## src/sramc_defines.vh

```
// Constants and timing counts for the static RAM host controller
//
// Summary of operation
// - Array is written only during overlap of chip select low and write enable low.
// - Write recovery of 5 ns follows the first rising strobe of a write.
// - Write data is valid at least 35 ns before the write interval ends.
// - Write data is held at least 5 ns after the write interval ends.
// - Address valid 105 ns before write end; write cycle lasts at least 120 ns.
// - Chip select low 70 ns before write end; write pulse at least 70 ns.
// - Host never drives data against device outputs around a write.
// - Writes may run with output enable low; write enable then gates drivers.
// - Host drives no opposing data while selected across an address change.
// - Read needs write enable high, select and output enable low, 120 ns cycle.
`ifndef SRAMC_DEFINES_VH
`define SRAMC_DEFINES_VH

// Widths
`define SRAMC_ADDR_W 11
`define SRAMC_DATA_W 8
`define SRAMC_CNT_W 8

// Clock
`define SRAMC_CLK_NS 10
`define SRAMC_CEIL(ns) (((ns) + `SRAMC_CLK_NS - 1) / `SRAMC_CLK_NS)
`define SRAMC_MAX(a, b) (((a) > (b)) ? (a) : (b))

// Fastest speed grade figures in ns
`define SRAMC_READ_CYCLE_NS 120
`define SRAMC_ADDRESS_ACCESS_TIME_NS 120
`define SRAMC_SELECT_ACCESS_TIME_NS 120
`define SRAMC_OE_ACCESS_NS 80
`define SRAMC_SELECT_FLOAT_NS 40
`define SRAMC_OE_FLOAT_NS 40
`define SRAMC_WRITE_FLOAT_TIME_NS 50
`define SRAMC_WRITE_CYCLE_NS 120
`define SRAMC_SELECT_TO_END_NS 70
`define SRAMC_ADDR_TO_END_NS 105
`define SRAMC_ADDR_SETUP_NS 20
`define SRAMC_WRITE_PULSE_NS 70
`define SRAMC_WRITE_RECOVERY_NS 5
`define SRAMC_WRITE_DATA_SETUP_NS 35
`define SRAMC_WRITE_DATA_HOLD_NS 5

// Cycle counts derived from the figures
`define SRAMC_SETUP_CYC `SRAMC_MAX(`SRAMC_CEIL(`SRAMC_ADDR_SETUP_NS), 1)
`define SRAMC_PULSE_CYC `SRAMC_MAX(`SRAMC_MAX(`SRAMC_CEIL(`SRAMC_WRITE_PULSE_NS), \
  `SRAMC_CEIL(`SRAMC_SELECT_TO_END_NS)), `SRAMC_MAX(`SRAMC_CEIL(`SRAMC_WRITE_DATA_SETUP_NS), \
  `SRAMC_CEIL(`SRAMC_ADDR_TO_END_NS) - `SRAMC_SETUP_CYC))
`define SRAMC_RECOV_CYC `SRAMC_MAX(`SRAMC_MAX(`SRAMC_CEIL(`SRAMC_WRITE_RECOVERY_NS), \
  `SRAMC_CEIL(`SRAMC_WRITE_DATA_HOLD_NS)), `SRAMC_MAX(1, `SRAMC_CEIL(`SRAMC_WRITE_CYCLE_NS) \
  - `SRAMC_SETUP_CYC - `SRAMC_PULSE_CYC))
`define SRAMC_READ_CYC `SRAMC_MAX(`SRAMC_MAX(`SRAMC_CEIL(`SRAMC_ADDRESS_ACCESS_TIME_NS), \
  `SRAMC_CEIL(`SRAMC_SELECT_ACCESS_TIME_NS)), `SRAMC_MAX(`SRAMC_CEIL(`SRAMC_OE_ACCESS_NS), \
  `SRAMC_CEIL(`SRAMC_READ_CYCLE_NS)))
`define SRAMC_TURN_CYC `SRAMC_MAX(`SRAMC_MAX(`SRAMC_CEIL(`SRAMC_SELECT_FLOAT_NS), \
  `SRAMC_CEIL(`SRAMC_OE_FLOAT_NS)), `SRAMC_CEIL(`SRAMC_WRITE_FLOAT_TIME_NS))

`endif

```

## src/sramc_ctrl.v

```verilog
// Host controller that runs read and write cycles on a 2K x 8 static RAM
`timescale 1ns/1ps
`default_nettype none
`include "sramc_defines.vh"

module sramc_ctrl (
  // Clock and reset
  input wire clk,
  input wire reset_n,
  // User request
  input wire req_valid,
  input wire req_write,
  input wire [`SRAMC_ADDR_W-1:0] req_addr,
  input wire [`SRAMC_DATA_W-1:0] req_wdata,
  output reg req_ready,
  // User response
  output reg rsp_valid,
  output reg [`SRAMC_DATA_W-1:0] rsp_rdata,
  // Memory pins
  output reg [`SRAMC_ADDR_W-1:0] sram_addr,
  output reg sram_cs_n,
  output reg sram_oe_n,
  output reg sram_we_n,
  output reg [`SRAMC_DATA_W-1:0] sram_data_out,
  output reg sram_data_oe,
  input wire [`SRAMC_DATA_W-1:0] sram_data_in
);

  // ==========================================================
  // Cycle plan, in edges after the take edge T
  // ==========================================================
  // Reset
  //   All strobes high and the host off the pins, so the device floats
  //   Ready rises on the first edge after release
  // Read
  //   T      address set, select and output enable fall, ready drops
  //   T+1    address, select and output enable held from here on
  //   T+13   data sampled, response pulsed, both strobes raised
  //   T+19   ready rises; earliest next take at T+20
  // Write
  //   T      address and data set, host drives the pins, select falls
  //   T+1    address and data held unchanged up to T+15
  //   T+3    write enable falls; the setup phase keeps address ahead
  //   T+13   write enable rises, ending the write interval
  //   T+15   select rises and the host stops driving, after recovery
  //   T+21   ready rises; earliest next take at T+22
  // Turnaround
  //   At least seven deselected cycles follow every cycle, longer than the worst
  //   float time, so the pins are free before the host drives again
  // Limitations
  //   Writes always keep output enable high; the low-enable write
  //   style is legal but unused, so the device never drives in a write
  //   Every phase runs one cycle past its figure, trading bandwidth
  //   for margin on every minimum
  //   Read data is taken as a synchronous input on the sampling edge
  //   No request is refused; it simply waits while ready is low

  // ==========================================================
  // States and phase lengths
  // ==========================================================
  localparam [5:0] ST_IDLE = 6'h01;
  localparam [5:0] ST_READ = 6'h02;
  localparam [5:0] ST_WSETUP = 6'h04;
  localparam [5:0] ST_WPULSE = 6'h08;
  localparam [5:0] ST_WRECOV = 6'h10;
  localparam [5:0] ST_TURN = 6'h20;

  // Phase lengths in clock cycles, worked out from the figures
  localparam integer READ_CYC = `SRAMC_READ_CYC;
  localparam integer SETUP_CYC = `SRAMC_SETUP_CYC;
  localparam integer PULSE_CYC = `SRAMC_PULSE_CYC;
  localparam integer RECOV_CYC = `SRAMC_RECOV_CYC;
  localparam integer TURN_CYC = `SRAMC_TURN_CYC;

  // Timer load values at full integer width
  localparam integer READ_LD = READ_CYC - 1;
  localparam integer SETUP_LD = SETUP_CYC - 1;
  localparam integer PULSE_LD = PULSE_CYC - 1;
  localparam integer RECOV_LD = RECOV_CYC - 1;
  localparam integer TURN_LD = TURN_CYC - 1;

  // Load values cut to the counter width on purpose; all fit easily
  // A phase loaded with N lasts N + 2 cycles: one edge for the load to
  // reach the counter, N edges of counting, and one edge to act on done
  localparam [`SRAMC_CNT_W-1:0] LD_READ = READ_LD[`SRAMC_CNT_W-1:0];
  localparam [`SRAMC_CNT_W-1:0] LD_SETUP = SETUP_LD[`SRAMC_CNT_W-1:0];
  localparam [`SRAMC_CNT_W-1:0] LD_PULSE = PULSE_LD[`SRAMC_CNT_W-1:0];
  localparam [`SRAMC_CNT_W-1:0] LD_RECOV = RECOV_LD[`SRAMC_CNT_W-1:0];
  localparam [`SRAMC_CNT_W-1:0] LD_TURN = TURN_LD[`SRAMC_CNT_W-1:0];

  reg [5:0] state;
  reg tmr_load;
  reg [`SRAMC_CNT_W-1:0] tmr_value;
  wire tmr_done;
  wire phase_end;

  // ==========================================================
  // Phase timer
  // ==========================================================
  sramc_timer #(
    .W(`SRAMC_CNT_W)
  ) u_timer (
    .clk(clk),
    .reset_n(reset_n),
    .load(tmr_load),
    .load_value(tmr_value),
    .done(tmr_done)
  );

  // A phase ends when the count has run out, never in the load cycle
  assign phase_end = tmr_done && !tmr_load;

  // ==========================================================
  // Cycle sequencer
  // ==========================================================
  // Every pin and user output is a flip-flop set here
  always @(posedge clk or negedge reset_n) begin
    if (!reset_n) begin
      state <= ST_IDLE;
      tmr_load <= 1'b0;
      tmr_value <= {`SRAMC_CNT_W{1'b0}};
      req_ready <= 1'b0;
      rsp_valid <= 1'b0;
      rsp_rdata <= {`SRAMC_DATA_W{1'b0}};
      sram_addr <= {`SRAMC_ADDR_W{1'b0}};
      sram_cs_n <= 1'b1; // Deselected, device floats
      sram_oe_n <= 1'b1;
      sram_we_n <= 1'b1;
      sram_data_out <= {`SRAMC_DATA_W{1'b0}};
      sram_data_oe <= 1'b0;
    end else begin
      tmr_load <= 1'b0;
      rsp_valid <= 1'b0;
      case (state)
        ST_IDLE: begin
          req_ready <= 1'b1;
          if (req_valid && req_ready) begin
            req_ready <= 1'b0;
            sram_addr <= req_addr;
            sram_cs_n <= 1'b0;
            tmr_load <= 1'b1;
            if (req_write) begin
              // Output enable stays high so the device never drives during a write
              sram_oe_n <= 1'b1;
              sram_we_n <= 1'b1;
              sram_data_out <= req_wdata;
              // Device already floated in the turnaround or in reset, so driving is safe
              sram_data_oe <= 1'b1;
              tmr_value <= LD_SETUP;
              state <= ST_WSETUP;
            end else begin
              // Read strobes: write enable high, select and output enable low
              sram_oe_n <= 1'b0;
              sram_we_n <= 1'b1;
              sram_data_oe <= 1'b0;
              tmr_value <= LD_READ;
              state <= ST_READ;
            end
          end
        end
        ST_READ: begin
          // Sample once the slowest of the access times has elapsed
          if (phase_end) begin
            rsp_rdata <= sram_data_in;
            rsp_valid <= 1'b1;
            sram_cs_n <= 1'b1;
            sram_oe_n <= 1'b1;
            tmr_load <= 1'b1;
            tmr_value <= LD_TURN;
            state <= ST_TURN;
          end
        end
        ST_WSETUP: begin
          // Address settles before the write pulse starts
          if (phase_end) begin
            sram_we_n <= 1'b0;
            tmr_load <= 1'b1;
            tmr_value <= LD_PULSE;
            state <= ST_WPULSE;
          end
        end
        ST_WPULSE: begin
          // Pulse covers width, select-to-end, data setup and address-to-end
          if (phase_end) begin
            sram_we_n <= 1'b1;
            tmr_load <= 1'b1;
            tmr_value <= LD_RECOV;
            state <= ST_WRECOV;
          end
        end
        ST_WRECOV: begin
          // Data and address held through recovery, which also fills the cycle
          if (phase_end) begin
            sram_cs_n <= 1'b1;
            sram_data_oe <= 1'b0;
            tmr_load <= 1'b1;
            tmr_value <= LD_TURN;
            state <= ST_TURN;
          end
        end
        ST_TURN: begin
          // Deselected gap lets the device float before the host drives again
          if (phase_end) begin
            req_ready <= 1'b1;
            state <= ST_IDLE;
          end
        end
        default: begin
          state <= ST_IDLE;
          req_ready <= 1'b0;
          sram_cs_n <= 1'b1;
          sram_oe_n <= 1'b1;
          sram_we_n <= 1'b1;
          sram_data_oe <= 1'b0;
        end
      endcase
    end
  end

endmodule // sramc_ctrl

`default_nettype wire

```

## src/sramc_timer.v

```verilog
// Down counter that times one phase of a memory cycle
`timescale 1ns/1ps
`default_nettype none
`include "sramc_defines.vh"

module sramc_timer #(
  parameter W = 8
) (
  // Clock and reset
  input wire clk,
  input wire reset_n,
  // Load and status
  input wire load,
  input wire [W-1:0] load_value,
  output wire done
);

  reg [W-1:0] count;

  // Load wins; otherwise count down to zero and stay
  always @(posedge clk or negedge reset_n) begin
    if (!reset_n) begin
      count <= {W{1'b0}};
    end else if (load) begin
      count <= load_value;
    end else if (count != {W{1'b0}}) begin
      count <= count - {{(W-1){1'b0}}, 1'b1};
    end
  end

  assign done = (count == {W{1'b0}});

endmodule // sramc_timer

`default_nettype wire
```

## config.mk

```make
export PLATFORM = sky130hd
export DESIGN_NAME = sramc_ctrl
export DESIGN_NICKNAME = d
export VERILOG_FILES = /design/src/sramc_ctrl.v /design/src/sramc_timer.v
export VERILOG_INCLUDE_DIRS = /design/src
export SDC_FILE = /design/constraint.sdc
export NUM_CORES = 1
export LEC_CHECK = 0
export ABC_AREA = 0
export BUFFER_PORTS_ARGS = -buffer_cell sky130_fd_sc_hd__buf_2
export CORE_MARGIN = 10
export CORE_UTILIZATION = 52
export CTS_CLUSTER_DIAMETER = 150
export DETAILED_ROUTE_END_ITERATION = 12
export PLACE_DENSITY = 0.79
export SKIP_CTS_REPAIR_TIMING = 1
export SYNTH_ARGS = -nofsm -noshare
export SYNTH_HDL_FRONTEND = slang
export SYNTH_SLANG_ARGS = --single-unit
```

## constraint.sdc

```tcl
create_clock -name clk -period 2.6 [get_ports clk]
set_clock_uncertainty 0.05 [all_clocks]
set_input_delay 0.13 -clock clk [delete_from_list [all_inputs] [get_ports clk]]
set_output_delay 0.13 -clock clk [all_outputs]
set_load 0.1 [all_outputs]
```

# Yosys cells after proc, flatten, opt, wreduce, memory -nomap -nowiden
# Index checks and enable logic that the tools add are counted.
op_classes:
  addsub: 1
  eq_ne: 13
  n_mux: 31
  bitwise: 5
  reduce_logical: 23
op_table:
  columns: ["cell", "count"]
  rows:
  - ["$mux 8", 6]
  - ["$pmux 8 s4", 1]
  - ["$mux 6", 5]
  - ["$pmux 6 s5", 1]
  - ["$ne 2x2->1 const B", 6]
  - ["$pmux 1 s3", 4]
  - ["$reduce_and 3->1", 4]
  - ["$reduce_or 4->1", 3]
  - ["$mux 1", 10]
  - ["$reduce_and 5->1", 2]
  - ["$logic_not 8->1", 1]
  - ["$reduce_bool 8->1", 1]
  - ["$sub 8x1->8 const B", 1]
  - ["$eq 6x1->1 const B", 1]
  - ["$eq 6x2->1 const B", 1]
  - ["$eq 6x3->1 const B", 1]
  - ["$eq 6x4->1 const B", 1]
  - ["$eq 6x5->1 const B", 1]
  - ["$eq 6x6->1 const B", 1]
  - ["$reduce_and 2->1", 3]
  - ["$reduce_or 3->1", 2]
  - ["$not 1->1", 5]
  - ["$mux 4", 1]
  - ["$pmux 1 s4", 1]
  - ["other kinds (9)", 10]
word_totals:
  register_bits: 56
  out_inout_bits: 33
  word_cells: 86

# Longest topological paths before layout
# Gate-level depths: netlist of the first run.
logic_depth:
  word_depth: 4
  mapped_depth: 9

# Hierarchy
# From an unflattened synthesis of the first run, not the netlist that was laid out.
hier_totals:
  hier_cells: 223
  hier_area_um2: 2427.3
by_module_without_submodules:
  columns: ["mod", "n_inst", "cells_each", "area_per_inst_um2"]
  rows:
  - ["sramc_ctrl", 1, 169, 1939.4]
  - ["sramc_timer", 1, 54, 488.0]

# Least setup slack after synthesis of the first run
# OpenSTA, ideal clock, no wires.
synth_timing:
  kind: "register to register"
  from: "reg req_ready"
  to: "reg sram_addr[10]"
  arrival_time_ps: 1872
  setup_slack_ps: 553
  stages_incl_launch_ff: 5
  path_buffers: 1
  path_cell_list: "dfrtp_1 nand2_1 nor2_1 buf_4 mux2_2"
synth_between:
  elab_chain_len: 2
synth_lines:
  columns: ["element", "line", "source"]
  rows:
  - ["start: declaration", "sramc_ctrl.v:15", "output reg req_ready,"]
  - ["start signal: assignment", "sramc_ctrl.v:122", "req_ready <= 1'b0;"]
  - ["start signal: assignment", "sramc_ctrl.v:136", "req_ready <= 1'b1;"]
  - ["start signal: assignment", "sramc_ctrl.v:138", "req_ready <= 1'b0;"]
  - ["$logic_and 1x1->1", "sramc_ctrl.v:137", "if (req_valid && req_ready) begin"]
  - ["$reduce_and 2->1 (no source line)", null, null]
  - ["end signal: assignment", "sramc_ctrl.v:125", "sram_addr <= {`SRAMC_ADDR_W{1'b0}};"]
  - ["end signal: assignment", "sramc_ctrl.v:139", "sram_addr <= req_addr;"]
  - ["end: declaration", "sramc_ctrl.v:20", "output reg [`SRAMC_ADDR_W-1:0] sram_addr,"]
# Every way passes these cells.
# A chain may end at the register's enable or synchronous reset.

# Worst setup path after layout of the first run
layout_timing:
  from: "reg state[3]"
  to: "reg rsp_rdata[4]"
layout_between:
  elab_chain_len: 2
layout_lines:
  columns: ["element", "line", "source"]
  rows:
  - ["start: declaration", "sramc_ctrl.v:91", "reg [5:0] state;"]
  - ["start signal: assignment", "sramc_ctrl.v:119", "state <= ST_IDLE;"]
  - ["start signal: assignment", "sramc_ctrl.v:150", "state <= ST_WSETUP;"]
  - ["start signal: assignment", "sramc_ctrl.v:157", "state <= ST_READ;"]
  - ["$eq 6x2->1", "sramc_ctrl.v:134", "case (state)"]
  - ["$reduce_and 2->1 (no source line)", null, null]
  - ["end signal: assignment", "sramc_ctrl.v:124", "rsp_rdata <= {`SRAMC_DATA_W{1'b0}};"]
  - ["end signal: assignment", "sramc_ctrl.v:164", "rsp_rdata <= sram_data_in;"]
  - ["end: declaration", "sramc_ctrl.v:18", "output reg [`SRAMC_DATA_W-1:0] rsp_rdata,"]
# Every way passes these cells.

==> results of run 1 <==
[critical path, stage by stage, from the launching register on]
cell	delay, ns
dfrtp_1	0.54
or4_1	0.61
nor3b_2	0.33
nand2_2	0.23
mux2_2	0.32
[layout make-up]
class / count / area share, %
Sequential cell: 52 / 45.0
Multi-Input combinational cell: 132 / 34.4
Timing Repair Buffer: 71 / 13.3
Clock buffer: 5 / 2.37
Tap cell: 52 / 2.24
Clock inverter: 2 / 2.07
Inverter: 5 / 0.647
[kinds of logic (layout without fill, tap and decap cells)]
| family | after synthesis | count (layout) | synth area share, % |
|---|---|---|---|
| muxes | 31 | 31 | 14.6 |
| xor gates and xnor gates | 8 | 8 | 2.95 |
| DFF | 52 | 52 | 54.9 |
| buffers and inverters | 15 | 83 | 3.16 |
| AOI/OAI and AO/OA | 30 | 30 | 8.63 |
| and+or+nand+nor | 61 | 61 | 14.7 |
| adders and majority gates | 2 | 2 | 1.05 |
[stage by stage]
| stage | setup WS (ns) | cells | instance area (sq um) | hold WS, ns | utilization (%) |
|---|---|---|---|---|---|
| 6_report | 0.407 | 319 | 2900 | -0.0113 | 66.2 |
| 5_1_grt | 0.207 | 319 | 2900 | 0.000644 | 66.2 |
| 4_1_cts | 0.410 | 315 | 2860 | -0.327 | 65.3 |
| 3_5_place_dp | 0.416 | 308 | 2730 | 0.00716 | 62.3 |
| 3_3_place_gp | 0.461 | 308 | 2730 | 0.0110 | 62.3 |
| 2_1_floorplan | 0.553 | 199 | 2380 | -0.216 | - |
[flip-flops by register name, summed over array words and instances, names as in the netlist]
| signal | flops |
|---|---|
| sram_addr | 11 |
| rsp_rdata | 8 |
| sram_data_out | 8 |
| u_timer.count | 8 |
| state | 6 |
| tmr_value | 4 |
| req_ready | 1 |
| rsp_valid | 1 |
| sram_cs_n | 1 |
| sram_data_oe | 1 |
| sram_oe_n | 1 |
| sram_we_n | 1 |
| tmr_load | 1 |
[routing by layer]
metal	routed length, microns	vias up
met1	2140	886
met5	0	-
met4	76	0
met2	2850	58
li1	-	843
met3	341	6
[cell usage in the layout, fill, tap and decap left out, types with 2 or more instances in the layout]
| cell type | n |
|---|---|
| nor3b_1 | 2 |
| buf_2 | 63 |
| dlygate4sd3_1 | 4 |
| buf_4 | 4 |
| inv_1 | 5 |
| ha_1 | 2 |
| o2bb2ai_1 | 2 |
| or4_1 | 2 |
| nor3_1 | 2 |
| xnor2_1 | 2 |
| dfstp_2 | 4 |
| o31ai_1 | 3 |
| a21oi_1 | 9 |
| nand3_1 | 4 |
| nor4_1 | 5 |
| dfrtp_1 | 48 |
| nor2b_1 | 3 |
| mux2i_1 | 2 |
| a211oi_1 | 2 |
| mux2_2 | 26 |
| o2111ai_2 | 2 |
| clkbuf_8 | 5 |
| o21ai_0 | 8 |
| and2_1 | 2 |
| nor4b_1 | 4 |
| bufinv_16 | 2 |
| xor2_1 | 6 |
| nand2_1 | 11 |
| nor2_1 | 18 |
| mux2_1 | 3 |
[path summary, 6_finish.rpt]
| kind | start | to | slack (ns) | cells after the start |
|---|---|---|---|---|
| max in group asynchronous | reset_n | state[0]$_DFFE_PN1P_ | 1.48 | 3 |
| min reg2reg | sram_addr[2]$_DFFE_PN0P_ | sram_addr[2]$_DFFE_PN0P_ | 0.44 | 1 |
| min | req_addr[2] | sram_addr[2]$_DFFE_PN0P_ | -0.01 | 2 |
| min in group asynchronous | reset_n | sram_addr[9]$_DFFE_PN0P_ | 0.22 | 2 |
| max | state[3]$_DFFE_PN0P_ | rsp_rdata[4]$_DFFE_PN0P_ | 0.41 | 4 |
| max reg2reg | state[3]$_DFFE_PN0P_ | rsp_rdata[4]$_DFFE_PN0P_ | 0.41 | 4 |
==> reports/metrics.cfg, run 1 <==
[outcome]
status = finished, violations left
failed_checks = negative hold slack

[clock_network]
insertion_delay_ns = 0.30
clock_sinks = 52
cts_tree = built
clk_pin_slew_ns = 0.09
cts_max_path_buffers = 2
cts_buffers = 5
cts_root_buf = clkbuf_8
cts_max_level = 2

[yosys]
yosys.area.top_type_share_pct = 50.5
seq_area_frac_synth_pct = 54.9
syn_area_per_cell_sq_um = 12.0
synth_area_leaders = dfrtp_1 50%, mux2_2 12%, dfstp_2 4.4%
syn_area_sq_um = 2380
synth_common_cells = 48 x dfrtp_1, 26 x mux2_2, 18 x nor2_1
synthCells = 199
synth_async_sr_flop_share_pct = 100
synth_cell_types = 41
ys_warn_count = 0
synth-edff-count = 0
synth_most_common_cell = dfrtp_1
yosys_register_bits = 52
synth_largest_area_cell = dfrtp_1
ys.flop_type = dfrtp_1
syn-num-nets = 232

[global_route]
grt-ovfl-total = 0
grt_busiest_layer = met2
grt_pass1_wl_microns = 8980
met1_usage_pct = 17.4
met2_usage_pct = 23.7
grtUsageTotal_pct = 14.4
grt_max_degree = 37
grtUsageMet3_pct = 3.71
antenna_found_initial = 0
grt_pass1_vias = 1899

[hold_path]
hp-class = in -> reg

[sta]
fmax_mhz = 456
grt_setup_unrepaired = no
worstMarginPinSlew_ns = 0.596
hold_viol_final = 3
drv_slew = 0
min_period_over_period_pct = 84.4
holdWs_ns = -0.0113
period_minus_slack_ns = 2.19
finalSetupViolCount = 0
fin_tns_setup_ns = 0
relSlewSlack_pct = 59.9

[job]
cap_viol_max_count = 0

[critical_path]
cp_max_fo = 14
startpoint_type = register
crit_type = reg -> reg
worstPathRequired_ns = 2.75
worstPathArrival_ns = 2.34
endpoint_kind = register

[layout]
final.fill_count = 339
fin_nets = 300
multi_input_area_sq_um = 997
ff_latch_area_sq_um = 1310
final_layout_size_suffix_gt1_share_pct = 42.3
antenna_cells = 0
area_growth_pct = 22.0

[route]
firstDrtPassIters = 4
drcViolationCount = 0
vias = 1793
wl_per_cell_microns = 16.9
antenna_left = 0
drt-total-wl_microns = 5400
vias_per_cell = 5.62
dr.first_iter.drc_count = 163

[placed_design]
dp_hpwl_microns = 4010
place_congestion = 0.781
io_buffers = 63

[floorplanning]
core_area_sq_um = 4380
boundaryPins = 64
row_count = 24
die_h_microns = 87.6
die_width_microns = 87.6
dieArea_sq_um = 7680
initial_utilization_pct = 54.3

Power of run 1 is not shown: default switching activity piles up to over one toggle a cycle in this logic, so the estimate is an artifact.
==> run 2, diff against run 1 <==
clock period = 2.1 ns   (was 2.6 ns; I/O delays follow)
==> reports/metrics.cfg, run 2 (synthesis gave the netlist of run 1 again) <==
[floorplanning]
initial_utilization_pct = 54.3
dieArea_sq_um = 7680
row_count = 24
boundaryPins = 64
core_area_sq_um = 4380
die_h_microns = 87.6
die_width_microns = 87.6

[layout]
fin_nets = 336
final_layout_size_suffix_gt1_share_pct = 43.4
area_growth_pct = 34.5
antenna_cells = 0
final_cell_mix = 63 x buf_2, 48 x dfrtp_1, 26 x mux2_2, 25 x dlygate4sd3_1, 19 x buf_4
final.fill_count = 274
layout.cells.non_filler = 356
top_register = sram_addr
final_common_cell = buf_2
largest_reg_flops = 11

[global_route]
grt-ovfl-total = 0
grt_pass1_wl_microns = 9180
grt_pass1_vias = 1918
grtUsageTotal_pct = 14.5
antenna_found_initial = 0
grt_max_degree = 23

[clock_network]
cts_max_path_buffers = 2
insertion_delay_ns = 0.30
clk_pin_slew_ns = 0.10
cts_buffers = 5
clock_sinks = 52
cts_root_buf = clkbuf_8
cts_max_level = 2
cts_tree = built

[outcome]
failed_checks = negative hold slack
status = finished, violations left

[route]
dr.first_iter.drc_count = 100
wl_per_cell_microns = 17.2
vias = 1930
antenna_left = 0
firstDrtPassIters = 4
drcViolationCount = 0
drt-total-wl_microns = 6140
vias_per_cell = 5.42

[critical_path]
cp_max_fo = 9
worstRegToRegCells = 4
worstPathRequired_ns = 2.24
worstPathArrival_ns = 2.16
path_buf_inv = 0
reg2reg_to = rsp_rdata[0]$_DFFE_PN0P_
endpoint_kind = register
regToRegSetupSlack_ns = 0.08
cp_slowest_cell = or4_1
startpoint_type = register
critPathMaxStageDelay_ns = 0.59
r2r-start = state[3]$_DFFE_PN0P_
path_cells = or4_1 > nor3b_2 > nand2_2 > mux2_2
crit_type = reg -> reg
crit_family = simple AND/OR/NAND/NOR gates

[sta]
relSlewSlack_pct = 54.4
period_minus_slack_ns = 2.02
min_period_over_period_pct = 96.2
worstMarginPinSlew_ns = 0.676
grt_setup_unrepaired = yes
drv_slew = 0
finalSetupViolCount = 0
hold_viol_final = 3
holdWs_ns = -0.0104
fmax_mhz = 495

[placed_design]
dpl.cell_count = 323
place_congestion = 0.850
dp_hpwl_microns = 4360
io_buffers = 63

[hold_path]
hold_end = sram_addr[6]$_DFFE_PN0P_
worstHoldStart = req_addr[6]
hp-class = in -> reg
hold_depth = 2

[job]
cap_viol_max_count = 0

run 2: cell count changes in the layout (fill, tap and decap cells not counted), sizes merged:
| cell | before | now |
|---|---|---|
| dlygate4sd3 | 4 | 25 |
| buf | 67 | 82 |
| inv | 5 | 6 |
| clkinvlp | 0 | 1 |
| bufinv | 2 | 0 |
| clkinv | 0 | 1 |
run 2: layout make-up:
cell class / count / area [sq um] / share of cell area (%)
Clock buffer: 5 / 68.8 / 2.15
Multi-Input combinational cell: 132 / 1010 / 31.6
Clock inverter: 3 / 21.3 / 0.665
Tap cell: 52 / 65.1 / 2.03
Timing Repair Buffer: 107 / 708 / 22.1
Sequential cell: 52 / 1310 / 40.8
Inverter: 5 / 18.8 / 0.587
run 2: worst max-delay path by stage:
stage	depth (start not counted)	end	from
5_1_grt	4	rsp_rdata[1]$_DFFE_PN0P_	state[3]$_DFFE_PN0P_
3_5_place_dp	6	tmr_value[3]$_DFFE_PN0P_	u_timer.count[0]$_DFFE_PN0N_
3_3_place_gp	6	rsp_rdata[7]$_DFFE_PN0P_	u_timer.count[0]$_DFFE_PN0N_
2_1_floorplan	4	sram_addr[10]$_DFFE_PN0P_	req_ready$_DFFE_PN0P_
6_report	4	rsp_rdata[0]$_DFFE_PN0P_	state[3]$_DFFE_PN0P_
4_1_cts	6	tmr_value[3]$_DFFE_PN0P_	u_timer.count[0]$_DFFE_PN0N_
run 2: routing by layer:
metal / share of wire, % / global-route usage (%) / up-vias
met5: 0 / 0 / -
met4: 1.9 / 5.36 / 0
met3: 4.7 / 3.53 / 11
met2: 53 / 23.8 / 50
met1: 40 / 18.0 / 957
li1: - / - / 912
run 2: metrics by stage:
stage / area [sq um] / TNS [ns] / hold slack (ns) / utilization (%) / setup WS, ns
after global routing: 3200 / -0.240 / -0.00542 / 72.9 / -0.0364
final: 3200 / 0 / -0.0104 / 72.9 / 0.0796
after detailed placement: 2850 / 0 / 0.0486 / 64.9 / 0.0259
after floorplan: 2380 / 0 / -0.241 / - / 0.0529
after CTS: 2940 / -0.00369 / -0.281 / 67.0 / -0.00369
after global placement: 2850 / 0 / 0.0544 / 64.9 / 0.0982
run 2: worst reg2reg max path, stage by stage, from the launching register on:
cell     delay (ns)
dfrtp_1        0.48
or4_1          0.59
nor3b_2        0.27
nand2_2        0.20
mux2_2         0.32
Power of run 2 is left out for the same reason.
